$ cat src/verilog/fwsr_pkg.sv
// package for the flash write status polling controller
// assumes a byte-wide parallel flash bus driven by the controller
package fwsr_pkg;
  localparam logic [7:0] FWSR_OFF_CTRL   = 8'h00;
  localparam logic [7:0] FWSR_OFF_ADDR   = 8'h04;
  localparam logic [7:0] FWSR_OFF_DATA   = 8'h08;
  localparam logic [7:0] FWSR_OFF_STATUS = 8'h0c;
  localparam logic [7:0] FWSR_OFF_LAST   = 8'h10;
  localparam int FWSR_CTRL_GO_BIT     = 0;
  localparam int FWSR_CTRL_MODE_LSB   = 1;
  localparam int FWSR_CTRL_RESET_BIT  = 3;
  localparam int FWSR_ST_BUSY_BIT     = 0;
  localparam int FWSR_ST_DONE_BIT     = 1;
  localparam int FWSR_ST_FAIL_BIT     = 2;
  localparam int FWSR_ST_SUSP_BIT     = 3;
  localparam int FWSR_POLL_BIT        = 7;
  localparam int FWSR_TOG1_BIT        = 6;
  localparam int FWSR_TOUT_BIT        = 5;
  localparam int FWSR_TOG2_BIT        = 2;
  localparam logic [7:0] FWSR_CMD_RESET = 8'hf0;
  localparam int FWSR_CLK_MHZ      = 125;
  localparam int FWSR_T_STROBE_NS  = 80;
  localparam int FWSR_STROBE_CYC   = (FWSR_T_STROBE_NS * FWSR_CLK_MHZ + 999) / 1000;
  typedef enum logic [1:0] {
    FWSR_MODE_POLL   = 2'b00,
    FWSR_MODE_TOGGLE = 2'b01,
    FWSR_MODE_ERASE  = 2'b10
  } fwsr_mode_t;
  typedef enum logic [3:0] {
    FWSR_IDLE   = 4'b0000,
    FWSR_READ   = 4'b0001,
    FWSR_EVAL   = 4'b0010,
    FWSR_RESETW = 4'b0011,
    FWSR_FINAL  = 4'b0100
  } fwsr_state_t;
endpackage

$ cat src/verilog/fwsr_bus_if.sv
// interface between the sequencer and the flash bus cycle engine
// assumes one clock shared by both ends
interface fwsr_bus_if;
  logic        req;
  logic        wr;
  logic [16:0] addr;
  logic [7:0]  wdata;
  logic        done;
  logic [7:0]  rdata;
  modport master (output req, output wr, output addr, output wdata, input done, input rdata);
  modport engine (input req, input wr, input addr, input wdata, output done, output rdata);
endinterface

$ cat src/verilog/fwsr_top.sv
// flash write status controller: polls a flash after program or erase
// assumes apb master software and a byte-wide flash on the pins
//
// Design decisions made here: the placing of the registers and the APB register port.
module fwsr_top
  import fwsr_pkg::*;
(
  input  wire logic        pclk,
  input  wire logic        presetn,
  input  wire logic        psel,
  input  wire logic        penable,
  input  wire logic        pwrite,
  input  wire logic [7:0]  paddr,
  input  wire logic [31:0] pwdata,
  output logic [31:0]      prdata,
  output logic             pready,
  output logic             pslverr,
  input  wire logic [7:0]  dq_in,
  output logic [7:0]       dq_out,
  output logic             dq_oe_n,
  output logic [16:0]      flash_addr,
  output logic             chip_select_n,
  output logic             output_strobe_n,
  output logic             write_strobe_n
);
  fwsr_bus_if bus ();
  fwsr_cycle u_cycle (
    .pclk            (pclk),
    .presetn         (presetn),
    .bus             (bus),
    .dq_in           (dq_in),
    .dq_out          (dq_out),
    .dq_oe_n         (dq_oe_n),
    .flash_addr      (flash_addr),
    .chip_select_n   (chip_select_n),
    .output_strobe_n (output_strobe_n),
    .write_strobe_n  (write_strobe_n)
  );
  typedef struct packed {
    fwsr_state_t st;
    fwsr_mode_t  mode;
    logic [16:0] addr_reg;
    logic [7:0]  data_reg;
    logic [7:0]  last_reg;
    logic [7:0]  prev_reg;
    logic        have_prev;
    logic        tout_seen;
    logic        busy;
    logic        done;
    logic        fail;
    logic        susp;
    logic        req;
    logic        wr;
    logic [16:0] baddr;
    logic [7:0]  bwdata;
    logic [31:0] prdata;
    logic        pready;
    logic        pslverr;
  } fwsr_top_t;
  fwsr_top_t s_reg, s_next;
  function automatic logic toggled(input logic [7:0] a, input logic [7:0] b, input fwsr_mode_t m);
    toggled = (a[FWSR_TOG1_BIT] != b[FWSR_TOG1_BIT]) ||
              (m == FWSR_MODE_ERASE && a[FWSR_TOG2_BIT] != b[FWSR_TOG2_BIT]);
  endfunction
  always_comb begin
    s_next = s_reg;
    s_next.pready  = 1'b0;
    s_next.pslverr = 1'b0;
    // apb: answer one cycle after the setup cycle
    if (psel && !penable) begin
      s_next.pready = 1'b1;
      s_next.prdata = 32'h0000_0000;
      if (paddr == FWSR_OFF_CTRL) begin
        s_next.prdata = {28'h000_0000, 1'b0, s_reg.mode, 1'b0};
      end else if (paddr == FWSR_OFF_ADDR) begin
        s_next.prdata = {15'h0000, s_reg.addr_reg};
      end else if (paddr == FWSR_OFF_DATA) begin
        s_next.prdata = {24'h00_0000, s_reg.data_reg};
      end else if (paddr == FWSR_OFF_STATUS) begin
        s_next.prdata = {28'h000_0000, s_reg.susp, s_reg.fail, s_reg.done, s_reg.busy};
      end else if (paddr == FWSR_OFF_LAST) begin
        s_next.prdata = {24'h00_0000, s_reg.last_reg};
      end else begin
        s_next.pslverr = 1'b1;
      end
    end
    if (psel && penable && pwrite && s_reg.pready && !s_reg.pslverr) begin
      if (paddr == FWSR_OFF_ADDR) begin
        s_next.addr_reg = pwdata[16:0];
      end else if (paddr == FWSR_OFF_DATA) begin
        s_next.data_reg = pwdata[7:0];
      end else if (paddr == FWSR_OFF_CTRL && s_reg.st == FWSR_IDLE) begin
        s_next.mode = fwsr_mode_t'(pwdata[FWSR_CTRL_MODE_LSB +: 2]);
        if (pwdata[FWSR_CTRL_RESET_BIT]) begin
          s_next.st = FWSR_RESETW;
          s_next.busy = 1'b1;
          s_next.req = 1'b1;
          s_next.wr = 1'b1;
          s_next.baddr = s_reg.addr_reg;
          s_next.bwdata = FWSR_CMD_RESET;
        end else if (pwdata[FWSR_CTRL_GO_BIT]) begin
          // each start begins from the first double read
          s_next.st = FWSR_READ;
          s_next.busy = 1'b1;
          s_next.done = 1'b0;
          s_next.fail = 1'b0;
          s_next.susp = 1'b0;
          s_next.have_prev = 1'b0;
          s_next.tout_seen = 1'b0;
          s_next.req = 1'b1;
          s_next.wr = 1'b0;
          s_next.baddr = s_reg.addr_reg;
        end
      end
    end
    case (s_reg.st)
      FWSR_IDLE: begin
      end
      FWSR_READ: begin
        if (bus.done) begin
          s_next.req = 1'b0;
          // keep the earlier byte so two reads in a row can be compared
          s_next.prev_reg = s_reg.last_reg;
          s_next.last_reg = bus.rdata;
          s_next.st = FWSR_EVAL;
        end
      end
      FWSR_EVAL: begin
        s_next.st = FWSR_READ;
        s_next.req = 1'b1;
        // in the toggle and erase modes the first read of a start only primes the pair; poll mode judges it alone
        s_next.have_prev = 1'b1;
        if (s_reg.mode == FWSR_MODE_POLL) begin
          if (s_reg.last_reg[FWSR_POLL_BIT] == s_reg.data_reg[FWSR_POLL_BIT]) begin
            s_next.st = FWSR_FINAL;
          end else if (s_reg.tout_seen) begin
            s_next.st = FWSR_IDLE;
            s_next.req = 1'b0;
            s_next.busy = 1'b0;
            s_next.fail = 1'b1;
          end else if (s_reg.last_reg[FWSR_TOUT_BIT]) begin
            s_next.tout_seen = 1'b1;
          end
        end else if (s_reg.have_prev && s_reg.prev_reg != s_reg.last_reg) begin
          if (!toggled(s_reg.prev_reg, s_reg.last_reg, s_reg.mode)) begin
            s_next.st = FWSR_FINAL;
          end else if (s_reg.tout_seen) begin
            s_next.st = FWSR_IDLE;
            s_next.req = 1'b0;
            s_next.busy = 1'b0;
            s_next.fail = 1'b1;
          end else if (s_reg.last_reg[FWSR_TOUT_BIT]) begin
            s_next.tout_seen = 1'b1;
          end
        end else if (s_reg.have_prev) begin
          s_next.st = FWSR_FINAL;
        end
        // only toggle_two moved: a change from status to array data is no suspend
        if (s_reg.mode == FWSR_MODE_ERASE && s_reg.have_prev &&
            (s_reg.prev_reg ^ s_reg.last_reg) == 8'(1 << FWSR_TOG2_BIT)) begin
          s_next.st = FWSR_IDLE;
          s_next.req = 1'b0;
          s_next.busy = 1'b0;
          s_next.susp = 1'b1;
        end
      end
      FWSR_FINAL: begin
        if (bus.done) begin
          s_next.req = 1'b0;
          s_next.last_reg = bus.rdata;
          s_next.st = FWSR_IDLE;
          s_next.busy = 1'b0;
          s_next.done = 1'b1;
        end
      end
      FWSR_RESETW: begin
        if (bus.done) begin
          s_next.req = 1'b0;
          s_next.st = FWSR_IDLE;
          s_next.busy = 1'b0;
          s_next.fail = 1'b0;
        end
      end
      default: begin
        s_next.st = FWSR_IDLE;
      end
    endcase
  end
  always_ff @(posedge pclk or negedge presetn) begin
    if (!presetn) begin
      s_reg <= '0;
    end else begin
      s_reg <= s_next;
    end
  end
  assign bus.req   = s_reg.req;
  assign bus.wr    = s_reg.wr;
  assign bus.addr  = s_reg.baddr;
  assign bus.wdata = s_reg.bwdata;
  assign prdata    = s_reg.prdata;
  assign pready    = s_reg.pready;
  assign pslverr   = s_reg.pslverr;
  a_final_reread: assert property (@(posedge pclk) disable iff (!presetn)
    s_reg.st == FWSR_EVAL && s_next.st == FWSR_FINAL |=> s_reg.req && !s_reg.wr)
    else $error("no reread before done");
  a_fail_after_tout: assert property (@(posedge pclk) disable iff (!presetn)
    $rose(s_reg.fail) |-> $past(s_reg.tout_seen))
    else $error("fail without timeout recheck");
  a_reset_value: assert property (@(posedge pclk) disable iff (!presetn)
    s_reg.st == FWSR_RESETW && s_reg.req |-> s_reg.wr && s_reg.bwdata == FWSR_CMD_RESET)
    else $error("reset command value wrong");
  a_pready_one: assert property (@(posedge pclk) disable iff (!presetn)
    pready |=> !pready)
    else $error("pready longer than one cycle");
  a_done_idle: assert property (@(posedge pclk) disable iff (!presetn)
    $rose(s_reg.done) |-> s_reg.st == FWSR_IDLE && !s_reg.busy)
    else $error("done while busy");
  c_poll_done: cover property (@(posedge pclk) $rose(s_reg.done) && s_reg.mode == FWSR_MODE_POLL);
  c_tog_done: cover property (@(posedge pclk) $rose(s_reg.done) && s_reg.mode == FWSR_MODE_TOGGLE);
  c_fail: cover property (@(posedge pclk) $rose(s_reg.fail));
  c_susp: cover property (@(posedge pclk) $rose(s_reg.susp));
  c_reset: cover property (@(posedge pclk) s_reg.st == FWSR_RESETW && bus.done);
  // status polling stays on one address and never writes the flash
  a_addr_held: assert property (@(posedge pclk) disable iff (!presetn)
    s_reg.busy && $past(s_reg.busy) |-> $stable(s_reg.baddr))
    else $error("poll address moved while busy");
  a_reads_only: assert property (@(posedge pclk) disable iff (!presetn)
    s_reg.st == FWSR_READ || s_reg.st == FWSR_EVAL || s_reg.st == FWSR_FINAL |-> !s_reg.wr)
    else $error("write during status polling");
  a_pair_first: assert property (@(posedge pclk) disable iff (!presetn)
    s_reg.st == FWSR_EVAL && s_next.st == FWSR_FINAL && s_reg.mode != FWSR_MODE_POLL
    |-> s_reg.have_prev)
    else $error("toggle verdict from a single read");
  a_fail_on_read: assert property (@(posedge pclk) disable iff (!presetn)
    $rose(s_reg.fail) |-> $past(s_reg.st) == FWSR_EVAL)
    else $error("fail raised outside evaluation");
  a_fail_done: assert property (@(posedge pclk) disable iff (!presetn)
    !(s_reg.fail && s_reg.done))
    else $error("fail and done together");
  a_busy_state: assert property (@(posedge pclk) disable iff (!presetn)
    s_reg.busy == (s_reg.st != FWSR_IDLE))
    else $error("busy flag out of step with state");
  a_err_ready: assert property (@(posedge pclk) disable iff (!presetn)
    pslverr |-> pready)
    else $error("slave error without ready");
  // software may not restart or reset the flash while an operation runs
  a_ctrl_locked: assert property (@(posedge pclk) disable iff (!presetn)
    psel && penable && pwrite && pready && paddr == FWSR_OFF_CTRL && s_reg.st != FWSR_IDLE
    |=> $stable(s_reg.mode))
    else $error("control write taken while busy");
  a_susp_erase: assert property (@(posedge pclk) disable iff (!presetn)
    $rose(s_reg.susp) |-> s_reg.mode == FWSR_MODE_ERASE)
    else $error("suspend outside erase mode");
  a_reset_single: assert property (@(posedge pclk) disable iff (!presetn)
    s_reg.st == FWSR_RESETW && bus.done |=> !s_reg.req && s_reg.st == FWSR_IDLE)
    else $error("reset command repeated");
  a_go_clears: assert property (@(posedge pclk) disable iff (!presetn)
    $rose(s_reg.busy) && !s_reg.wr |-> !s_reg.done && !s_reg.fail && !s_reg.susp)
    else $error("start kept stale status");
endmodule

$ cat src/verilog/fwsr_cycle.sv
// flash bus cycle engine: one read or one write cycle per request
// assumes the flash answers within the fixed strobe width
module fwsr_cycle
  import fwsr_pkg::*;
(
  input  wire logic   pclk,
  input  wire logic   presetn,
  fwsr_bus_if.engine  bus,
  input  wire logic [7:0] dq_in,
  output logic [7:0]  dq_out,
  output logic        dq_oe_n,
  output logic [16:0] flash_addr,
  output logic        chip_select_n,
  output logic        output_strobe_n,
  output logic        write_strobe_n
);
  typedef struct packed {
    logic        act;
    logic        wr;
    logic [7:0]  cnt;
    logic        done;
    logic [7:0]  rdata;
    logic [7:0]  dout;
    logic        oe_n;
    logic [16:0] addr;
    logic        cs_n;
    logic        os_n;
    logic        ws_n;
  } fwsr_cyc_t;
  fwsr_cyc_t s_reg, s_next;
  always_comb begin
    s_next = s_reg;
    s_next.done = 1'b0;
    if (!s_reg.act) begin
      if (bus.req && !s_reg.done) begin
        s_next.act  = 1'b1;
        s_next.wr   = bus.wr;
        s_next.addr = bus.addr;
        s_next.dout = bus.wdata;
        s_next.cnt  = 8'(FWSR_STROBE_CYC);
        s_next.cs_n = 1'b0;
        s_next.os_n = bus.wr;
        s_next.ws_n = !bus.wr;
        s_next.oe_n = !bus.wr;
      end
    end else if (s_reg.cnt != 8'h00) begin
      s_next.cnt = s_reg.cnt - 8'h01;
    end else begin
      // a rising strobe ends each cycle so toggles advance once per read
      s_next.act   = 1'b0;
      s_next.done  = 1'b1;
      s_next.rdata = dq_in;
      s_next.cs_n  = 1'b1;
      s_next.os_n  = 1'b1;
      s_next.ws_n  = 1'b1;
      s_next.oe_n  = 1'b1;
    end
  end
  always_ff @(posedge pclk or negedge presetn) begin
    if (!presetn) begin
      s_reg <= '{act: 1'b0, wr: 1'b0, cnt: 8'h00, done: 1'b0, rdata: 8'h00, dout: 8'h00,
                 oe_n: 1'b1, addr: 17'h0_0000, cs_n: 1'b1, os_n: 1'b1, ws_n: 1'b1};
    end else begin
      s_reg <= s_next;
    end
  end
  assign bus.done        = s_reg.done;
  assign bus.rdata       = s_reg.rdata;
  assign dq_out          = s_reg.dout;
  assign dq_oe_n         = s_reg.oe_n;
  assign flash_addr      = s_reg.addr;
  assign chip_select_n   = s_reg.cs_n;
  assign output_strobe_n = s_reg.os_n;
  assign write_strobe_n  = s_reg.ws_n;
  a_strobe_excl: assert property (@(posedge pclk) disable iff (!presetn)
    !(s_reg.os_n == 1'b0 && s_reg.ws_n == 1'b0))
    else $error("both strobes low");
  a_done_ends: assert property (@(posedge pclk) disable iff (!presetn)
    s_reg.done |-> s_reg.os_n && s_reg.ws_n && s_reg.cs_n)
    else $error("done while strobe low");
endmodule

$ cat config.mk
export PLATFORM = sky130hd
export DESIGN_NAME = fwsr_top
export DESIGN_NICKNAME = d
export VERILOG_FILES = /design/src/verilog/fwsr_pkg.sv /design/src/verilog/fwsr_bus_if.sv /design/src/verilog/fwsr_top.sv /design/src/verilog/fwsr_cycle.sv
export SDC_FILE = /design/constraint.sdc
export NUM_CORES = 1
export LEC_CHECK = 0
export ABC_AREA = 1
export CAP_MARGIN = 25
export CORE_MARGIN = 3
export CORE_UTILIZATION = 50
export CTS_BUF_LIST = sky130_fd_sc_hd__clkbuf_4 sky130_fd_sc_hd__clkbuf_8 sky130_fd_sc_hd__clkbuf_16
export CTS_CLUSTER_SIZE = 10
export DETAILED_ROUTE_END_ITERATION = 6
export DONT_BUFFER_PORTS = 1
export PLACE_DENSITY = 0.64
export SLEW_MARGIN = 5
export SYNTH_ARGS = -nofsm -noshare
export SYNTH_HDL_FRONTEND = slang
export SYNTH_SLANG_ARGS = --single-unit
$ cat constraint.sdc
create_clock -name pclk -period 1.5 [get_ports pclk]
set_input_delay 0.075 -clock pclk [delete_from_list [all_inputs] [get_ports pclk]]
set_output_delay 0.075 -clock pclk [all_outputs]
set_load 0.05 [all_outputs]
Word level (Yosys, flattened, before mapping):

Index checks and enable logic that the tools add are counted.

* register bits: 133
* output and inout bits: 63
* word-level logic and storage cells: 181
* bits of input ports: 53

* reductions and logical operators: 40
* multiplexer cells: 84
* eq/ne operators: 21
* add/subtract/negate cells: 1
* bitwise gates (word level): 5

Operator list (count)
* $mux W33: 4
* $mux W8: 9
* $mux W17: 3
* $mux W31: 1
* $mux W1: 30
* $mux W4: 7
* $mux W25: 1
* $mux W21: 1
* $mux W19: 1
* $mux W2: 9
* $mux W3: 6
* $mux W6: 3
* $mux W9: 2
* $eq A8 B3 Y1 const B: 2
* $eq A8 B4 Y1 const B: 2
* $mux W16: 1
* $pmux W4 S4: 1
* $pmux W8 S2: 1
* $reduce_and A2 Y1: 6
* $reduce_bool A2 Y1: 6
* $logic_and A1 B1 Y1: 11
* $mux W10: 1
* $ne A2 B1 Y1 const B: 5
* $reduce_and A5 Y1: 2
* 25 further kinds: 36

Logic depth before layout (Yosys ltp):

Gate-level depths: netlist of the first run.

* word-level depth: 13
* depth in mapped cells: 11

By module:

Synthesis of the first run repeated with hierarchy kept, for this count alone.

* cell total of the unflattened synthesis: 805
* area total of the unflattened synthesis: 6687.7 µm²

Modules (own cells, without submodules)
* fwsr_top: times used 1, area an instance 4443.0 µm², sequential area each 2302.2 µm², cells each 541
* fwsr_cycle: times used 1, area an instance 2244.7 µm², sequential area each 1154.9 µm², cells each 264

Worst setup path after synthesis of the first run:

OpenSTA, ideal clock, no wires.

* path type: flip-flop to flip-flop
* start: reg s_reg (netlist bit pready)
* end: reg s_reg (netlist bit bus.addr[2])
* cell stages (with the launch flop): 9
* path slack: -0.312 ns
* period minus slack after synthesis: 1.812 ns
* arrival time: 1.686 ns
* cells stage by stage: dfrtp_1 inv_1 nor3_4 nand3_2 nor2_4 nand2_4 a21oi_4 buf_6 o21ai_0

* longest elaborated chain between the ends: 3

RTL lines
* start: declaration: line fwsr_top.sv:60 `fwsr_top_t s_reg, s_next;`
* start signal: assignment: line fwsr_top.sv:193 `s_reg <= s_next;`
* $logic_and A1 B1 Y1 (2 in series): line fwsr_top.sv:87 `if (psel && penable && pwrite && s_reg.pready && !s_reg.pslverr) begin`
* $reduce_and A5 Y1 (no line)

Every way passes these cells.
A chain may end at the register's enable or synchronous reset.

Worst setup path after layout of the first run:

* start: reg s_reg (netlist bit pslverr)
* end: reg s_reg[106] (netlist name)

* longest elaborated chain between the ends: 3

RTL lines (line)
* $logic_not A1 Y1: fwsr_top.sv:87
* $logic_and A1 B1 Y1: fwsr_top.sv:87
* $reduce_and A2 Y1 (no line)

Every way passes these cells.

==> summary.md, run 1 <==
| Metric | Value |
|---|---|
| Status | finished with violations |
| Violations in the final reports | negative hold slack, negative setup slack |
| First-pass GRT wire length | 22540 um |
| Number of synthesized flops with an enable pin | 0 |
| Data arrival, critical path | 1940 ps |
| Synth cell types | 35 |
| Final Slew Violations | 0 |
| Largest net degree at the start of global routing | 132 |
| WL/cell | 15.61 um |
| DR DRC count | 0 |
| DP Worst Slack | -126.5 ps |
| Count of state elements after synthesis | 131 |
| CTS tree | yes |
| Via count | 4905 |
| Final Hold Viols | 131 |
| WP data required | 1800 ps |
| Fraction of layout cells with a size suffix above 1 | 23.57% |
| Max FFs per register | 53 |
| Nets@finish | 847 |
| HPWL Detailed | 9243 um |
| WL final | 14830 um |
| Crit-path max FO | 6 |
| Pwr Density | 1453 mW/mm^2 |
| Mapped Area | 0.006132 sq mm |
| DRT Pass-1 Iters | 6 |
| Worst Hold Slack | -650.1 ps |
| Die height | 116.7 um |
| Cts bufs inserted | 17 |
| IO Count | 116 |
| Starting Density | 52.36% |
| FP Rows | 39 |
| Sequential share of the synthesized area | 53.52% |
| Fillers | 893 |
| Total track usage | 21.59% |
| Worst-case clock buffer depth | 2 |
| Clk slew on worst S/H paths | 60 ps |
| # hold bufs at CTS | 27 |
| I/O Buffers | 0 |
| Placer congestion estimate | 0.8775 |
| Avg Cell Area, Syn | 8.435 sq um |
| Die ar. | 0.01363 sq mm |
| Final worst path period need | 1635 ps |
| Core area | 0.01171 sq mm |
| RSZ-0062 raised after global routing | true |
| Grt total ovfl | 0 |
| Worst-skew pair later-pin latency | 420 ps |
| Setup crit start kind | flop |
| CTS root buf | clkbuf_16 |
| Total Neg Setup Slack | -1953 ps |
| Maximum VDD drop | 0.8732 mV |
| Post-synth ARST share | 100.0% |
| Post-DRT Antenna Nets | 0 |
| Yosys warning count | 0 |
| Worst-case clock skew | 12.28 ps |
| Leakage power | 3.911 nW |
| Vias in the first global route | 4546 |
| Period utilization | 109.0% |
| Drt first-iter violations | 364 |
| Max H-tree Level | 4 |
| Main synth FF type | dfrtp_1 |
| Worst hold path type | primary input to async pin |
| Gate Count Post-Synth | 727 |
| Critical setup path kind | flop to flop |
| Cells after DPL | 873 |
| Die width | 116.7 um |
| Setup Viol. Count Final | 35 |
| Number of clock sinks | 131 |
| Maximum clock rate | 611.6 MHz |
| Fin worst setup slack | -135.0 ps |
| Max-Cap Viols | 0 |
| Worst setup EP type | flop |
| Worst-margin pin slew | 521.0 ps |
| Non-Filler Instances | 950 |
| DR vias/cell | 5.163 |
| Antenna violations before repair | 1 |
| Area Overhead vs Synth | 26.44% |
| Rel. slew slack | 65.27% |
## metal layers
| metal | global-route usage (%) | vias up | share of wire, % |
|---|---|---|---|
| li1 | - | 2359 | - |
| met1 | 28.96 | 2315 | 42 |
| met2 | 33.60 | 191 | 49 |
| met3 | 6.373 | 40 | 6.3 |
| met4 | 7.645 | 0 | 2.9 |
| met5 | 0 | - | 0 |
## kinds of logic after synthesis
logic type	synth area share, %
AND/OR/NAND/NOR	21.26
buffers and inverters	13.85
flip-flops	53.52
AO/OA/AOI/OAI	10.67
XOR/XNOR	0.4286
adder cells (fa/ha/maj)	0.2040
other	0.06115
## path summary, 6_finish.rpt
path	startpoint	to	slack (ps)	cells past startpoint
max reg2reg	pslverr	s_reg[106]	-140	7
min	presetn	u_cycle.flash_addr[7]	-650	0
min in group pclk	paddr[3]	prdata[15]	50	3
max in group asynchronous	presetn	u_cycle.output_strobe_n	1900	0
max	pslverr	s_reg[106]	-140	7
min reg2reg	bus.wdata[4]	bus.wdata[4]	450	2
## report_power, final
part	switching [mW]	internal, mW	total, mW	leakage (nW)
sequential	0.336	3.97	4.30	1.63
clock	1.49	3.06	4.54	0.322
combinational	1.59	0.836	2.42	1.96
## cells in the final DEF (no fill, tap or decap), types with 9 or more instances in the layout
cell,n
a21oi_1,23
clkbuf_16,20
o21ai_0,60
dlygate4sd3_1,27
nor2_4,12
o21ai_1,21
conb_1,20
buf_4,59
dfrtp_1,124
nand2_2,12
inv_2,9
nand2_1,203
nor2_1,26
inv_1,74
nand3_1,19
## cell usage after synthesis (all sizes together) (2+ instances only)
library cell  number  area [sq um]
dfstp              3         78.83
dfrtp            128          3203
o211ai             4         30.03
nand4              5         46.29
a21oi             31         166.4
o22ai              2         12.51
buf               68         503.0
nor2              46         195.2
nor3               8         67.56
o21ai             86         430.4
nand3             24         140.1
xor2               3         26.28
or2                2         12.51
nand2            220         835.8
clkbuf             6         22.52
inv               85         319.1
## cell type report
type	instances	area (sq um)	area share, %
inverters	86	330.3	4.260
flip-flops and latches	131	3291	42.44
well taps	143	178.9	2.308
diodes	1	2.502	0.03227
multi-input cells	456	2320	29.92
repair buffers	101	970.9	12.52
clock inverters	8	145.1	1.872
clock buffers	24	515.5	6.648
## worst max-delay path: stages (launching register included)
cell       delay, ps
dfrtp_2          420
nor3_4           220
buf_4            140
buf_6             90
nand4_4          200
clkbuf_16        260
nor2_1           120
a21oi_1           60
## timing repair
action,4_1_cts,5_1_grt
pin swaps,4,11
setup buffers,4,8
endpoints found under the setup margin,38,88
cloned,0,6
gates resized for setup,12,67
endpoints found under the hold margin,177,131
## through the flow
| step | instance area, sq um | util (%) | power, mW |
|---|---|---|---|
| finish | 7754 | 66.21 | 11.27 |
| floorplan | 6238 | - | 6.115 |
| CTS | 7366 | 62.90 | 11.08 |
| detailed placement | 6379 | 54.47 | 6.428 |
| global route | 7754 | 66.21 | 11.77 |
| global placement | 6379 | 54.47 | 6.375 |
No activity file was read; power rests on OpenSTA's default activity.
==> inputs of run 2 (changes only) <==
CORE_UTILIZATION = 57   (was 50)
PLACE_DENSITY = 0.71   (was 0.64)
REMOVE_ABC_BUFFERS = 1   (was not set)
==> summary.md, run 2 (same netlist as run 1, synthesis figures left out) <==
| Metric | Value |
|---|---|
| Status | finished with violations |
| Violations in the final reports | negative hold slack, negative setup slack |
| DR DRC count | 0 (unchanged) |
| Cts bufs inserted | 17 (unchanged) |
| CTS tree | yes |
| Critical setup path kind | flop to flop |
| Pwr Density | 1418 mW/mm^2 (-2.4%) |
| Nets@finish | 837 (-1.2%) |
| Max FFs per register | 53 (unchanged) |
| Crit-path max cell delay | 400 ps (-20 ps) |
| Via count | 4898 (-0.14%) |
| Final Slew Violations | 0 (unchanged) |
| Max-Cap Viols | 0 (unchanged) |
| Maximum clock rate | 610.2 MHz (-0.23%) |
| Die height | 109.7 um (-6.0%) |
| Maximum VDD drop | 0.8840 mV (+1.2%) |
| Worst-margin pin slew | 551.4 ps (+30.43 ps) |
| Clk slew on worst S/H paths | 60 ps (about the same) |
| RSZ-0062 raised after global routing | true |
| Grt total ovfl | 0 (unchanged) |
| Vias in the first global route | 4554 (+0.18%) |
| Number of clock sinks | 131 (unchanged) |
| Worst-skew pair later-pin latency | 530 ps (+110 ps) |
| Worst Hold Slack | -762.1 ps (-112.0 ps) |
| FP Rows | 37 (-5.1%) |
| WL/cell | 15.60 um (-0.10%) |
| Final Hold Viols | 131 (unchanged) |
| WP data required | 1950 ps (+150 ps) |
| Fin worst setup slack | -138.8 ps (-3.776 ps) |
| DR vias/cell | 5.255 (+1.8%) |
| Placer congestion estimate | 0.9037 (+3.0%) |
| Setup crit start kind | flop |
| Slowest-stage cell, CP | dfrtp_1 |
| Final worst path period need | 1639 ps (+3.776 ps) |
| Die width | 109.7 um (-6.0%) |
| I/O Buffers | 0 (unchanged) |
| Area Overhead vs Synth | 23.59% |
| Most used cell, CP | nand2_2 |
| Worst path cell trace | inv_2 -> ha_4 -> nand2_2 -> nor2_2 -> nand4_1 -> nand2_2 -> buf_4 -> buf_6 -> a21oi_1 -> o21ai_1 |
| DRT Pass-1 Iters | 5 (-1) |
| Worst hold path type | primary input to async pin |
| Core area | 0.01042 sq mm (-11%) |
| HPWL Detailed | 8769 um (-5.1%) |
| Most frequent cells in the layout | 199 x nand2_1, 127 x dfrtp_1, 78 x inv_1 |
| Data arrival, critical path | 2090 ps (+150 ps) |
| DP Worst Slack | -174.2 ps (-47.78 ps) |
| Worst-case clock skew | 8.942 ps (-3.341 ps) |
| Total Neg Setup Slack | -2926 ps (-973.5 ps) |
| Worst-case clock buffer depth | 2 (unchanged) |
| Rel. slew slack | 63.54% (-1.7 points) |
| Period utilization | 109.3% (+0.25 points) |
| # hold bufs at CTS | 28 (+3.7%) |
| Total track usage | 23.22% (+1.6 points) |
| Fraction of layout cells with a size suffix above 1 | 22.99% (-0.58 points) |
| IO Count | 116 (unchanged) |
| Final Util | 72.76% (+6.5 points) |
| First-pass GRT wire length | 21420 um (-4.9%) |
| Fillers | 740 (-17%) |
| Leakage power | 3.872 nW (-1.0%) |
| Largest net degree at the start of global routing | 132 (unchanged) |
| Max H-tree Level | 4 (unchanged) |
| CTS root buf | clkbuf_8 |
| Die ar. | 0.01204 sq mm (-12%) |
| Antenna violations before repair | 0 (-1) |
| WL final | 14540 um (-2.0%) |
| Starting Density | 58.87% (+6.5 points) |
| Crit-path max FO | 3 (-3) |
| Worst setup EP type | flop |
| Pwr Total | 10.75 mW (-4.6%) |
| Most common cell after layout, fill and taps aside | nand2_1 |
| Drt first-iter violations | 337 (-7.4%) |
| N_diodes | 0 (-1) |
| Post-DRT Antenna Nets | 0 (unchanged) |
| Setup Viol. Count Final | 44 (+26%) |
run 2: repair_timing:
| action | in CTS | in global routing |
|---|---|---|
| endpoints found under the setup margin | 46 | 83 |
| cloned | 0 | 5 |
| hold endpoints to repair | 194 | 131 |
| pin swaps | 6 | 8 |
| gates resized for setup | 31 | 68 |
| buffers inserted | 7 | 5 |
run 2: power breakdown:
| group | leakage, nW | internal, mW | switching [mW] |
|---|---|---|---|
| Clock | 0.277 | 2.29 | 1.67 |
| Sequential | 1.63 | 3.96 | 0.314 |
| Combinational | 1.96 | 0.846 | 1.66 |
| Total | 3.87 | 7.10 | 3.65 |
run 2: worst max-delay path: cells and delay by family, from the launching register on:
family                   cells  cell delay (ps)
AND/OR/NAND/NOR              4              560
flip-flops                   1              400
buffers and inverters        3              310
AO/OA/AOI/OAI                2              150
adder cells (fa/ha/maj)      1              140
run 2: final timing paths:
kind                              startpoint                      end  slack, ps  cells past startpoint
setup / recovery           u_cycle.s_reg[38]        u_cycle.s_reg[39]       -140                     10
hold / removal                       presetn    u_cycle.flash_addr[6]       -760                      0
setup reg to reg           u_cycle.s_reg[38]        u_cycle.s_reg[39]       -140                     10
hold reg to reg                 bus.wdata[4]             bus.wdata[4]        460                      2
max in group asynchronous            presetn  u_cycle.output_strobe_n       2000                      0
min in group pclk                   paddr[1]                  pslverr         50                      5
run 2: cell type report:
cell class | count | area, sq um | area share (%)
tap | 136 | 170.2 | 2.245
multi-input combinational | 455 | 2325 | 30.68
clock inverter | 14 | 142.6 | 1.882
clock buffer | 18 | 427.9 | 5.646
timing repair buffer | 92 | 903.4 | 11.92
sequential | 131 | 3283 | 43.32
inverter | 86 | 326.6 | 4.309
run 2: layer usage:
metal	GRT usage [%]	share of wire, %	up-vias	wire (um)
met2	38.40	50	187	7267
met1	29.31	41	2344	6004
met4	9.617	2.1	0	298
met3	5.520	6.6	29	966
li1	-	-	2338	-
met5	0	0	-	0
run 2: stage by stage:
stage / instances / instance area, sq um
2_1_floorplan: 672 / 5678
3_3_place_gp: 859 / 6282
3_5_place_dp: 859 / 6282
4_1_cts: 925 / 7248
5_1_grt: 932 / 7579
6_report: 932 / 7579
==> inputs of run 3 (changes only) <==
CORE_UTILIZATION = 58   (was 57)
PLACE_DENSITY = 0.77   (was 0.71)
RECOVER_POWER = 100   (was not set)
SYNTH_HIERARCHICAL = 1   (was not set)
==> summary.md, run 3 <==
| Metric | Value |
|---|---|
| Placer congestion estimate | 0.9068 (+0.34%) |
| I/O Buffers | 0 (unchanged) |
| Status | finished with violations |
| Violations in the final reports | negative hold slack |
| Main synth FF type | dfrtp_1 |
| Count of state elements after synthesis | 138 (+5.3%) |
| Die height | 113.4 um (+3.3%) |
| Design Area, Final | 0.007669 sq mm (+1.2%) |
| Maximum clock rate | 682.6 MHz (+12%) |
| Top cell type's share of synthesized area | 50.51% (-1.7 points) |
| Post-synth ARST share | 100.0% (unchanged) |
| Worst-case clock skew | 7.962 ps (-0.9799 ps) |
| Worst-margin pin slew | 627.8 ps (+76.35 ps) |
| CTS root buf | clkbuf_16 |
| Data arrival, critical path | 1790 ps (-300 ps) |
| WP data required | 1830 ps (-120 ps) |
| Starting Density | 60.63% (+1.8 points) |
| Maximum VDD drop | 1.472 mV (+66%) |
| Post-DRT Antenna Nets | 0 (unchanged) |
| Most frequent cells in the layout | 328 x nand2_1, 133 x dfrtp_1, 60 x inv_1 |
| Sequential share of the synthesized area | 51.69% (-1.8 points) |
| Max FFs per register | 53 (unchanged) |
| # hold bufs at CTS | 27 (-3.6%) |
| Pwr Density | 1497 mW/mm^2 (+5.6%) |
| DR vias/cell | 5.321 (+1.3%) |
| Post-synth top cells | 329 x nand2_1, 135 x dfrtp_1, 68 x buf_4 |
| DRT Pass-1 Iters | 5 (unchanged) |
| Nets@finish | 884 (+5.6%) |
| Synth area leader | dfrtp_1 |
| First-pass GRT wire length | 25300 um (+18%) |
| Vias in the first global route | 5200 (+14%) |
| Total Neg Setup Slack | 0 ps (+2926 ps) |
| Worst-skew pair later-pin latency | 420 ps (-110 ps) |
| Final worst path period need | 1465 ps (-173.8 ps) |
| Worst Hold Slack | -647.6 ps (+114.4 ps) |
| Fraction of layout cells with a size suffix above 1 | 14.47% (-8.5 points) |
| Clk slew on worst S/H paths | 60 ps (about the same) |
| Number of synthesized flops with an enable pin | 0 (unchanged) |
| Via count | 5231 (+6.8%) |
| HPWL Detailed | 10100 um (+15%) |
| RSZ-0062 raised after global routing | true |
| Worst-case clock buffer depth | 2 (unchanged) |
| Total track usage | 25.11% (+1.9 points) |
| Fillers | 800 (+8.1%) |
| Number of clock sinks | 138 (+5.3%) |
| Mapped Area | 0.006688 sq mm (+9.1%) |
| Worst setup EP type | flop |
| Die ar. | 0.01286 sq mm (+6.8%) |
| Core area | 0.01103 sq mm (+5.9%) |
| Period utilization | 97.67% (-12 points) |
| Antenna violations before repair | 0 (unchanged) |
| Setup crit start kind | flop |
| Final Util | 69.52% (-3.2 points) |
| CTS tree | yes |
| Cts bufs inserted | 17 (unchanged) |
| WL final | 15760 um (+8.4%) |
| Leakage power | 4.007 nW (+3.5%) |
| Top post-synthesis cells by area | dfrtp_1 51%, nand2_1 18%, buf_4 7.6% |
| Most common cell after layout, fill and taps aside | nand2_1 |
| Drt first-iter violations | 558 (+66%) |
| Synth cell types | 40 (+14%) |
| Area Overhead vs Synth | 14.67% |
| Final Hold Viols | 138 (+5.3%) |
| FP Rows | 38 (+2.7%) |
| Worst hold path type | primary input to async pin |
| Max-Cap Viols | 0 (unchanged) |
| Critical setup path kind | flop to flop |
| WL/cell | 16.03 um (+2.8%) |
| Avg Cell Area, Syn | 8.308 sq um (-1.5%) |
| DR DRC count | 0 (unchanged) |
| Max H-tree Level | 4 (unchanged) |
| Largest net degree at the start of global routing | 139 (+5.3%) |
| Top-count cell post-synth | nand2_1 |
| Cell area after placement | 0.006640 sq mm (+5.7%) |
| Gate Count Post-Synth | 805 (+11%) |
| Crit-path max FO | 5 (+2) |
| Yosys warning count | 6 (+6) |
| Rel. slew slack | 58.15% (-5.4 points) |
| Grt total ovfl | 0 (unchanged) |
| N_diodes | 0 (unchanged) |
| Die width | 113.4 um (+3.3%) |
| Setup Viol. Count Final | 0 (-100%) |
| IO Count | 116 (unchanged) |
| Final Slew Violations | 0 (unchanged) |
[run 3: cell count changes in the layout (fill, tap and decap cells not counted), moves of 11 or more]
cell,previous run,this run
o21ai_2,11,0
o21ai_0,54,43
nand2_1,199,328
o21ai_1,21,5
buf_4,50,17
a21oi_1,26,6
inv_1,78,60
nand3_1,18,35
[run 3: routing by layer]
layer	vias up	GRT usage [%]	routed length [um]
met3	43	6.578	1113
met1	2504	31.73	6354
li1	2475	-	-
met4	0	10.50	439
met5	-	0	0
met2	209	41.27	7852
[run 3: per-stage QoR]
stage	hold WS, ps	instances	power, mW	setup WS (ps)
CTS	-655.7	978	11.40	18.49
floorplan	-220.6	741	6.066	-316.5
global placement	-213.4	919	6.399	44.43
global route	-666.7	983	12.00	-69.16
finish	-647.6	983	11.48	35.01
detailed placement	-214.1	919	6.483	-32.87
[run 3: worst max-delay path, cell delays in order (launching register included)]
cell	delay [ps]
dfrtp_1	430
inv_1	130
nand2_1	90
nand3_1	110
nand2_1	110
nand2_1	80
nand2_1	80
nand2_1	70
nand3_1	90
a21oi_1	180
[run 3: report_power, final]
group	internal [mW]	total (mW)	switching [mW]
Clock	3.27	4.81	1.54
Sequential	4.11	4.92	0.802
Combinational	0.619	1.75	1.13
[run 3: timing repair]
| item | 4_1_cts | 5_1_grt |
|---|---|---|
| setup buffers | 0 | 2 |
| endpoints found under the hold margin | 182 | 138 |
| gates resized for setup | 4 | 22 |
| endpoints found under the setup margin | 14 | 46 |
| cloned | 0 | 3 |
| pin swaps | 0 | 2 |
[run 3: logic make-up after synthesis]
group	count (synthesis)	share of synthesized area [%]
other cells	1	0.05607
buf+inv	153	13.21
mux	8	1.347
flops	138	51.69
xor+xnor	5	0.6549
simple gates	434	27.45
fa+ha+maj	1	0.1871
compound gates	65	5.407
[run 3: final timing paths]
check,startpoint,end,slack [ps],cells past startpoint
min in group pclk,paddr[2],prdata[16],30,4
hold / removal,presetn,u_cycle/s_reg[43],-650,0
setup reg to reg,s_reg[77],s_reg[64],40,9
hold reg to reg,bus.addr[5],u_cycle/flash_addr[5],480,2
setup / recovery,s_reg[77],s_reg[64],40,9
max in group asynchronous,presetn,u_cycle/dq_oe_n,1930,0
[run 3: layout make-up]
type | count | area, sq um | area share, %
sequential | 138 | 3460 | 45.11
multi-input combinational | 534 | 2487 | 32.44
timing repair buffer | 68 | 583.1 | 7.603
clock buffer | 21 | 474.2 | 6.184
inverter | 70 | 270.3 | 3.524
clock inverter | 11 | 214.0 | 2.790
tap | 140 | 175.2 | 2.284
timing repair inverter | 1 | 5.005 | 0.06526
